[src/verilog/frs_pkg.sv]
// Package for the fault restart sequencer: register map, field layout, states.
// Assumes a 32-bit APB slave on pclk at 25 MHz.
package frs_pkg;
    localparam logic [11:0] FRS_OFS_RESP   = 12'h000;
    localparam logic [11:0] FRS_OFS_UNIT   = 12'h004;
    localparam logic [11:0] FRS_OFS_CTRL   = 12'h008;
    localparam logic [11:0] FRS_OFS_STATUS = 12'h00C;
    localparam logic [11:0] FRS_OFS_IRQ    = 12'h010;
    localparam logic [11:0] FRS_OFS_MASK   = 12'h014;

    localparam int          FRS_RESP_HI    = 7;
    localparam int          FRS_RESP_LO    = 6;
    localparam int          FRS_RETRY_HI   = 5;
    localparam int          FRS_RETRY_LO   = 3;
    localparam int          FRS_MULT_HI    = 2;
    localparam int          FRS_MULT_LO    = 0;

    localparam logic [7:0]  FRS_RESP_RST   = 8'h00;
    localparam logic [15:0] FRS_UNIT_RST   = 16'h0001;
    localparam logic [2:0]  FRS_RETRY_NONE = 3'h0;
    localparam logic [2:0]  FRS_RETRY_INF  = 3'h7;

    // Control register bits
    localparam int          FRS_CTRL_CLR   = 0;
    localparam int          FRS_CTRL_ON    = 1;
    // Interrupt event bits
    localparam int          FRS_EV_FAULT   = 0;
    localparam int          FRS_EV_RETRY   = 1;
    localparam int          FRS_EV_LATCH   = 2;
    localparam int          FRS_NEV        = 3;

    localparam int          FRS_UNIT_W     = 16;
    localparam int          FRS_CNT_W      = 24;

    typedef enum logic [2:0] {
        FRS_IDLE   = 3'h0,
        FRS_GRACE  = 3'h1,
        FRS_WAIT   = 3'h2,
        FRS_TRY    = 3'h3,
        FRS_LATCH  = 3'h4
    } frs_state_t;

    typedef enum logic [1:0] {
        FRS_RSP_IGNORE  = 2'h0,
        FRS_RSP_DELAY   = 2'h1,
        FRS_RSP_RETRY   = 2'h2,
        FRS_RSP_LATCH   = 2'h3
    } frs_resp_t;

    // Delay in pclk cycles: 2**mult units of 'unit' cycles each
    function automatic logic [FRS_CNT_W-1:0] frs_delay(input logic [2:0] mult,
                                                       input logic [FRS_UNIT_W-1:0] unit);
        logic [FRS_CNT_W-1:0] u;
        u = {{(FRS_CNT_W-FRS_UNIT_W){1'b0}}, unit};
        return u << mult;
    endfunction
endpackage

[src/verilog/frs_sync.sv]
// Two-flop synchroniser for asynchronous pin inputs.
// Assumes pclk domain; first flop read only by the second.
`timescale 1ns/1ps
module frs_sync (
    input  wire logic pclk,     // Clock
    input  wire logic presetn,  // Async reset, active low
    input  wire logic d,        // Asynchronous level
    output logic      q         // Synchronised level
);
    logic meta_reg;

    always_ff @(posedge pclk or negedge presetn) begin
        if (!presetn) begin
            meta_reg <= 1'b0;
            q        <= 1'b0;
        end else begin
            meta_reg <= d;
            q        <= meta_reg;
        end
    end
endmodule

[src/verilog/frs_sequencer.sv]
// Fault restart sequencer: APB registers, retry state machine, interrupt.
// Assumes fault, control pin and bias-good arrive asynchronously from pins.
//
// Summary of operation
// - Retry code zero: no restart, output off until fault cleared.
// - Retry codes one to six give exactly that many restart attempts.
// - All attempts failed: output held off until the fault is cleared.
// - Interval between attempt starts is multiplier count times delay unit.
// - Retry code seven retries forever until bias loss or other fault; an off edge restarts the sequence, and attempts here go on with output held off.
// - Multiplier field selects two to the power of its value units.
// - Same delay serves grace time while operating and retry spacing.
// - Delay unit duration comes from a separate unit register.
// - Response bits choose ignore, delayed retry, disable-retry or latch-off.
// - Fault cleared by bit clear, clear command, reset, off-on cycle, bias loss.
//
// The APB interface to the registers and the placing of the registers were decided locally.
`timescale 1ns/1ps
module frs_sequencer
    import frs_pkg::*;
(
    input  wire logic        pclk,          // APB clock
    input  wire logic        presetn,       // Async reset, active low
    input  wire logic        psel,          // APB select
    input  wire logic        penable,       // APB enable
    input  wire logic        pwrite,        // APB direction
    input  wire logic [11:0] paddr,         // APB byte address
    input  wire logic [31:0] pwdata,        // APB write data
    output logic      [31:0] prdata,        // APB read data
    output logic             pready,        // APB ready
    output logic             pslverr,       // APB error
    input  wire logic        fault_in,      // Fault detector level, async
    input  wire logic        ctrl_pin,      // Remote on pin, high = on, async
    input  wire logic        bias_ok,       // Bias power good, async
    input  wire logic        other_shutdown,// Shutdown from another fault, same clock
    output logic             output_enable, // Converter output enable
    output logic             retrying,      // Restart attempt in progress
    output logic             irq            // Level interrupt
);
    typedef struct packed {
        logic [31:0]           prdata;
        logic                  pready;
        logic                  pslverr;
        logic [7:0]            resp;
        logic [FRS_UNIT_W-1:0] unit;
        logic                  op_on;
        logic                  latched;
        logic [FRS_NEV-1:0]    ev;
        logic [FRS_NEV-1:0]    mask;
        frs_state_t            state;
        logic [2:0]            tries;
        logic [FRS_CNT_W-1:0]  timer;
        logic                  on_prev;
        logic                  out_en;
        logic                  retry;
        logic                  irq;
    } frs_regs_t;

    frs_regs_t r_reg, r_next;
    logic      fault_s, pin_s, bias_s;

    frs_sync u_sync_fault (.pclk(pclk), .presetn(presetn), .d(fault_in), .q(fault_s));
    frs_sync u_sync_pin   (.pclk(pclk), .presetn(presetn), .d(ctrl_pin), .q(pin_s));
    frs_sync u_sync_bias  (.pclk(pclk), .presetn(presetn), .d(bias_ok),  .q(bias_s));

    logic                 wr, rd, on_cmd, off_edge, on_edge, clear_req;
    logic [FRS_CNT_W-1:0] dly;
    logic [2:0]           retry_code;
    frs_resp_t            rsp;
    logic [FRS_NEV-1:0]   ev_set;

    always_comb begin
        r_next     = r_reg;
        ev_set     = '0;
        // Write lands on the edge where the master sees pready high
        wr         = psel && penable && pwrite && r_reg.pready;
        rd         = psel && !penable && !pwrite;
        on_cmd     = pin_s && r_reg.op_on;
        off_edge   = r_reg.on_prev && !on_cmd;
        on_edge    = !r_reg.on_prev && on_cmd;
        retry_code = r_reg.resp[FRS_RETRY_HI:FRS_RETRY_LO];
        rsp        = frs_resp_t'(r_reg.resp[FRS_RESP_HI:FRS_RESP_LO]);
        dly        = frs_delay(r_reg.resp[FRS_MULT_HI:FRS_MULT_LO], r_reg.unit);
        clear_req  = 1'b0;
        r_next.on_prev = on_cmd;

        // APB: one wait state, reads sampled in setup
        r_next.pready  = psel && penable && !r_reg.pready;
        r_next.pslverr = 1'b0;
        if (rd) begin
            unique case (paddr)
                FRS_OFS_RESP:   r_next.prdata = {24'h000000, r_reg.resp};
                FRS_OFS_UNIT:   r_next.prdata = {16'h0000, r_reg.unit};
                FRS_OFS_CTRL:   r_next.prdata = {30'h00000000, r_reg.op_on, 1'b0};
                FRS_OFS_STATUS: r_next.prdata = {24'h000000, r_reg.tries, r_reg.state, r_reg.latched, r_reg.out_en};
                FRS_OFS_IRQ:    r_next.prdata = {29'h00000000, r_reg.ev};
                FRS_OFS_MASK:   r_next.prdata = {29'h00000000, r_reg.mask};
                default:        r_next.prdata = 32'h00000000;
            endcase
        end
        if (psel && penable && !r_reg.pready) begin
            unique case (paddr)
                FRS_OFS_RESP, FRS_OFS_UNIT, FRS_OFS_CTRL,
                FRS_OFS_STATUS, FRS_OFS_IRQ, FRS_OFS_MASK: r_next.pslverr = 1'b0;
                default:                                   r_next.pslverr = 1'b1;
            endcase
        end
        if (wr) begin
            unique case (paddr)
                FRS_OFS_RESP: r_next.resp = pwdata[7:0];
                FRS_OFS_UNIT: r_next.unit = pwdata[FRS_UNIT_W-1:0];
                FRS_OFS_CTRL: begin
                    r_next.op_on = pwdata[FRS_CTRL_ON];
                    clear_req    = pwdata[FRS_CTRL_CLR];
                end
                FRS_OFS_STATUS: clear_req = pwdata[0] && r_reg.latched;
                FRS_OFS_MASK: r_next.mask = pwdata[FRS_NEV-1:0];
                default: ;
            endcase
        end

        // Clearing resets counter and timer and returns to normal operation
        if (clear_req || off_edge || on_edge || !bias_s) begin
            r_next.latched = 1'b0;
            r_next.tries   = 3'h0;
            r_next.timer   = '0;
            r_next.state   = FRS_IDLE;
        end else if (other_shutdown && r_reg.state != FRS_IDLE) begin
            r_next.state   = FRS_LATCH;
            r_next.latched = 1'b1;
        end else begin
            unique case (r_reg.state)
                FRS_IDLE: begin
                    if (fault_s && rsp != FRS_RSP_IGNORE) begin
                        ev_set[FRS_EV_FAULT] = 1'b1;
                        r_next.tries = 3'h0;
                        r_next.timer = dly;
                        if (rsp == FRS_RSP_DELAY) r_next.state = FRS_GRACE;
                        else if (rsp == FRS_RSP_LATCH || retry_code == FRS_RETRY_NONE) begin
                            r_next.state   = FRS_LATCH;
                            r_next.latched = 1'b1;
                        end else r_next.state = FRS_WAIT;
                    end
                end
                FRS_GRACE: begin
                    // Output stays on during the grace time
                    if (!fault_s) r_next.state = FRS_IDLE;
                    else if (r_reg.timer > 1) r_next.timer = r_reg.timer - 1'b1;
                    else if (retry_code == FRS_RETRY_NONE) begin
                        r_next.state   = FRS_LATCH;
                        r_next.latched = 1'b1;
                    end else begin
                        r_next.timer = dly;
                        r_next.state = FRS_WAIT;
                    end
                end
                FRS_WAIT: begin
                    if (r_reg.timer > 1) r_next.timer = r_reg.timer - 1'b1;
                    else if (retry_code != FRS_RETRY_INF && r_reg.tries >= retry_code) begin
                        r_next.state   = FRS_LATCH;
                        r_next.latched = 1'b1;
                    end else begin
                        // Attempt starts; spacing counts from this start
                        ev_set[FRS_EV_RETRY] = 1'b1;
                        if (retry_code != FRS_RETRY_INF)
                            r_next.tries = r_reg.tries + 1'b1;
                        r_next.timer = dly;
                        r_next.state = FRS_TRY;
                    end
                end
                FRS_TRY: begin
                    // Fault gone after restart ends the sequence
                    if (!fault_s) r_next.state = FRS_IDLE;
                    else begin
                        r_next.state = FRS_WAIT;
                        if (r_reg.timer > 1) r_next.timer = r_reg.timer - 1'b1;
                    end
                end
                FRS_LATCH: r_next.latched = 1'b1;
                default: r_next.state = FRS_IDLE;
            endcase
        end
        if (r_next.state == FRS_LATCH && r_reg.state != FRS_LATCH)
            ev_set[FRS_EV_LATCH] = 1'b1;

        r_next.out_en = on_cmd && bias_s &&
                        (r_next.state == FRS_IDLE || r_next.state == FRS_GRACE || r_next.state == FRS_TRY);
        r_next.retry  = (r_next.state == FRS_TRY);
        // Set wins over a write-one clear in the same cycle
        if (wr && paddr == FRS_OFS_IRQ)
            r_next.ev = r_reg.ev & ~pwdata[FRS_NEV-1:0];
        r_next.ev  = r_next.ev | ev_set;
        r_next.irq = |(r_next.ev & r_next.mask);
    end

    always_ff @(posedge pclk or negedge presetn) begin
        if (!presetn) begin
            r_reg         <= '0;
            r_reg.resp    <= FRS_RESP_RST;
            r_reg.unit    <= FRS_UNIT_RST;
            r_reg.op_on   <= 1'b1;
            r_reg.state   <= FRS_IDLE;
        end else begin
            r_reg <= r_next;
        end
    end

    assign prdata        = r_reg.prdata;
    assign pready        = r_reg.pready;
    assign pslverr       = r_reg.pslverr;
    assign output_enable = r_reg.out_en;
    assign retrying      = r_reg.retry;
    assign irq           = r_reg.irq;
endmodule

[config.mk]
export PLATFORM = sky130hd
export DESIGN_NAME = frs_sequencer
export DESIGN_NICKNAME = d
export VERILOG_FILES = /design/src/verilog/frs_pkg.sv /design/src/verilog/frs_sync.sv /design/src/verilog/frs_sequencer.sv
export SDC_FILE = /design/constraint.sdc
export NUM_CORES = 1
export LEC_CHECK = 0
export ABC_AREA = 1
export BUFFER_PORTS_ARGS = -buffer_cell sky130_fd_sc_hd__buf_2
export CAP_MARGIN = 30
export CORE_MARGIN = 4
export CORE_UTILIZATION = 30
export DETAILED_ROUTE_END_ITERATION = 12
export MAX_ROUTING_LAYER = met4
export SLEW_MARGIN = 20
export SYNTH_ARGS = -nofsm -noshare
export SYNTH_HDL_FRONTEND = slang
export SYNTH_SLANG_ARGS = --single-unit
[constraint.sdc]
create_clock -name pclk -period 4.31 [get_ports pclk]
set_clock_uncertainty 0.15 [all_clocks]
set_input_delay 0.431 -clock pclk [delete_from_list [all_inputs] [get_ports pclk]]
set_output_delay 0.431 -clock pclk [all_outputs]
set_load 0.01 [all_outputs]
# Word-level counts from Yosys, hierarchy flattened
# Cells that the tools add are included.
totals:
  ff_bits: 106
  in_bits: 53
  output_inout_bits: 37
  word_cells: 161
op_classes:
  addsub: 2
  n_lt_le_gt_ge: 2
  eq_ne: 34
  shifts: 1
  mux: 50
  bitwise_logic: 4
  reduce_logical: 46
op_table:
  columns: ["operator", "n"]
  rows:
  - ["$mux 24", 6]
  - ["$pmux 16 s6", 1]
  - ["$pmux 24 s4", 1]
  - ["$mux 30", 2]
  - ["$mux 27", 2]
  - ["$ne 4x4->1 const B", 9]
  - ["$mux 3", 11]
  - ["$eq 12x4->1 const B", 2]
  - ["$eq 12x5->1 const B", 2]
  - ["$gt 24x1->1 const B", 1]
  - ["$shl 16x3->24", 1]
  - ["$sub 24x1->24 const B", 1]
  - ["$ne 3x3->1 const B", 7]
  - ["$mux 1", 19]
  - ["$logic_and 1x1->1", 17]
  - ["$pmux 3 s5", 1]
  - ["$eq 12x3->1 const B", 1]
  - ["$logic_not 12->1", 1]
  - ["$eq 3x2->1 const B", 3]
  - ["$logic_not 3->1", 3]
  - ["$reduce_and 9->1", 1]
  - ["$reduce_and 8->1", 1]
  - ["$and 3x3->3", 2]
  - ["$eq 3x1->1 const B", 2]
  - ["25 further kinds", 42]

# Longest topological paths before layout
logic_depth:
  word_depth: 14
  ltp_mapped: 15
  depth_no_buf: 15

# Hierarchy
# A second synthesis with hierarchy kept.
unflattened:
  hier_cells: 835
  area_unflattened_um2: 5977.0
by_module_without_submodules:
  columns: ["module", "n_inst", "cells_each", "area_each_um2", "seq_area_each_um2"]
  rows:
  - ["frs_sequencer", 1, 829, 5826.8, 2104.5]
  - ["frs_sync", 3, 2, 50.0, 50.0]

# Worst setup path before layout
# No wires, ideal clock.
synth_timing:
  path_type: "flip-flop to flip-flop"
  from: "register r_reg[4] in the netlist's numbering"
  to: "register r_reg[6] in the netlist's numbering"
  arrival_ns: 1.755
  required_ns: 4.043
  path_slack_ns: 2.288
  path_stages_with_launch: 15
  path_buffers: 1
  period_less_slack_ns: 2.022
  path_cell_list: "dfrtp_1 > inv_1 > ha_1 > inv_1 > nand2_1 > nand2_1 > nor2_1 > nand3_4 > nor2_2 > nand2_1 > nand4_4 > nor2_4 > buf_6 > nand2_1 > nand2_1"
synth_via:
  elab_chain_len: 6
synth_lines:
  columns: ["item", "line_no", "source"]
  rows:
  - ["from (decl)", "frs_sequencer.sv:58", "frs_regs_t r_reg, r_next;"]
  - ["from (signal assigned)", "frs_sequencer.sv:203", "r_reg <= r_next;"]
  - ["$sub 24x1->24 or $gt 24x1->1 (tied branches)", "frs_sequencer.sv:147, frs_sequencer.sv:157, frs_sequencer.sv:175", null]
  - ["$mux 24 (on tied branches)", "frs_sequencer.sv:175, frs_sequencer.sv:147", null]
  - ["$mux 24 (on tied branches)", "frs_sequencer.sv:172, frs_sequencer.sv:146", null]
  - ["$pmux 24 s4", "frs_sequencer.sv:131", "unique case (r_reg.state)"]
  - ["$mux 27", "frs_sequencer.sv:127", "end else if (other_shutdown && r_reg.state != FRS_IDLE) begin"]
  - ["$mux 30", "frs_sequencer.sv:122", "if (clear_req || off_edge || on_edge || !bias_s) begin"]
# Several ways; a longest one is shown, not always the timed one. The select of a mux whose other input is x is not followed.
# A chain may end at the register's enable or synchronous reset.

# Final worst setup path
layout_timing:
  from: "register r_reg[4] in the netlist's numbering"
  to: "register r_reg[22] in the netlist's numbering"
# Same word-level chain as after synthesis.

==> qor.txt <==
DR DRC count - 0
crit path from - r_reg[4]
final setup margin - 1.594 ns
setup violators final - 0
Required @ worst endpoint - 4.45 ns
min-delay worst type - primary input to flip-flop
Slew headroom - 48.50%
DR vias - 5485
clock buffer depth - 2
switching component of the power - 447.7 uW
Crit Path Max Fanout - 26
reg2reg end - r_reg[22]
die height - 149.0 um
DRT Wirelength - 15560 um
Mapped Area - 0.005961 mm^2
sw frac - 25.87%
Area Overhead vs Synth - 10.58%
vias per std cell - 4.774
worst slew pin tran - 0.7725 ns
most common cell after layout, fill and taps aside - nand2_1
worst r2r path cells - 13
post-DP HPWL - 12060 um
min cycle time layout - 2.716 ns
top cell type's share of synthesized area - 36.94%
Layout Utilization - 33.76%
startpoint type of the worst setup path - flip-flop
All-Layer GR Usage - 15.14%
Sum Neg Setup Slack - 0 ns
RSZ-0062 raised after global routing - false
Root Buffer - clkbuf_16
GRT overflow - 0
# Max-Cap Violations - 0
post-synth cell types - 45
internal cell power - 1.283 mW
area leader, netlist - dfrtp_1
Top FF cell, synth - dfrtp_1
Syn Area/Cell - 7.029 um^2
Net count, final - 938
VDD IR max - 0.3038 mV
Final Max Tran Viols - 0
most frequent cells in the layout - 244 x nand2_1, 88 x dfrtp_1, 87 x nor2_1
ANT cells - 0
Final Instance Count excl. Fillers - 1149
wire per inst - 13.54 um
first-pass GRT wire length - 26410 um
critical path endpoint - r_reg[22]
Die W - 149.0 um
initial core utilization - 30.53%
DIE AREA - 0.02219 mm^2
Lkg Pwr - 3.544 nW
Final Hold Vio Count - 0
clock sinks - 90
crit path capture type - flip-flop
RD Place Congestion - 0.8976
H-tree lvl count - 3
Tcrit/Tclk final - 63.03%
R2R setup slack - 1.59 ns
dominant cells by area after synthesis - dfrtp_1 37%, nand2_1 15%, o21ai_0 6.7%
proportion of layout cells with a drive suffix above 1 - 13.35%
Comb power frac - 4.4%
pwr dens - 262.6 mW/mm^2
Crit Reg-Reg Startpoint - r_reg[4]
IO buf count - 57
Critical Path AT - 2.86 ns
status - complete, no violations
worst-skew pair later-pin latency - 0.36 ns
flip-flop count of the largest register after layout - 63
Ports - 90
Rows - 51
Async S/R FF share, synth - 100.0%
Sequential Power Share - 49.2%
largest net degree at the start of global routing - 55
DR iter-0 viols - 414
initial antenna violation count - 0
Post-synth EDFFs - 0
Fmax - 0.3681 GHz
CTS tree - done
Crit Path Category - flip-flop to flip-flop
flops & latches, synth - 90
Filler cells - 2145
Num CTS Buffers - 9
sequential-to-total area share from yosys stat - 37.83%
number of global-route vias before repair - 5224
first drt pass iteration count - 5
synthesized instance count - 848
Clock Pin Slew Worst Setup and Hold Paths - 0.07 ns
Place WS - 1.597 ns
placed instance count - 1132
post-CTS sizing - 0
clock share of power - 46.4%
Syn. warnings - 0
total power - 1.731 mW
Core Footprint - 0.01953 mm^2
post-route ant nets - 0
-- per-layer routing --
metal  routed length (um)  GRT usage (%)
met5                    0              -
met3                  784          3.434
met4                  221          3.432
met2                 7159          24.01
met1                 7392          19.92
-- synth_stat cells, types with 8 or more instances --
master,instances
nand3_1,71
inv_1,72
xor2_1,13
nand2_1,244
a21oi_1,21
o21ai_0,80
buf_4,32
dfrtp_1,88
o21ai_1,11
inv_2,8
nor3_1,12
o31ai_1,8
nor2_2,12
nor2_1,87
clkbuf_1,12
nand4_1,12
-- final cells by class --
cell class	count	area, um^2	area share, %
repair buffers	61	324.1	4.916
clock inverters	7	81.33	1.234
inverters	82	307.8	4.670
well taps	265	331.6	5.030
clock buffers	9	225.2	3.417
flip-flops and latches	90	2255	34.21
multi-input cells	635	3067	46.53
-- worst min path at each step --
stage / start / end / depth (start not counted)
floorplan: presetn / irq / 0
global placement: u_sync_bias.meta_reg / u_sync_bias.q / 0
detailed placement: u_sync_bias.meta_reg / u_sync_bias.q / 0
CTS: bias_ok / u_sync_bias.meta_reg / 1
global route: fault_in / u_sync_fault.meta_reg / 1
finish: fault_in / u_sync_fault.meta_reg / 1
-- power by group through the flow --
stage	combinational [mW]	sequential (mW)	clock, mW
global placement	0.0756	0.868	0
global route	0.0871	0.852	0.859
floorplan	0.0423	0.868	0
CTS	0.0771	0.851	0.827
finish	0.0755	0.851	0.804
detailed placement	0.0762	0.868	0
-- per-stage QoR --
step / instance area [um^2] / hold slack, ns
floorplan: 6017 / -0.01459
global placement: 6264 / 0.1825
detailed placement: 6275 / 0.1871
CTS: 6591 / 0.009232
global route: 6591 / 0.006082
finish: 6591 / 0.02089
-- what timing repair did --
item	CTS	global route
setup buffers	0	0
hold buffers	1	0
endpoints found under the hold margin	24	0
-- kinds of logic after synthesis --
group                      Yosys count  synth area share [%]
AOI/OAI and AO/OA                  132                 11.94
xor gates and xnor gates            18                 2.645
adders and majority gates            6                 1.259
buffers and inverters              138                 11.67
DFF                                 90                 37.83
muxes                                3                0.5248
other                                1               0.06291
and+or+nand+nor                    460                 34.07
-- worst max-delay path, stage by stage, from the launching register on --
cell and delay, ns:
dfrtp_1 0.39, inv_1 0.11, ha_1 0.27, inv_1 0.07, nand2_1 0.04, nand2_1 0.05, nor2_1 0.05, nand3_4 0.15
nor2_1 0.07, nor2_2 0.13, nand4_4 0.37, nor2_4 0.60, nand2_1 0.11, nand2_1 0.08
Note: power is estimated with default switching activity, not from simulation.
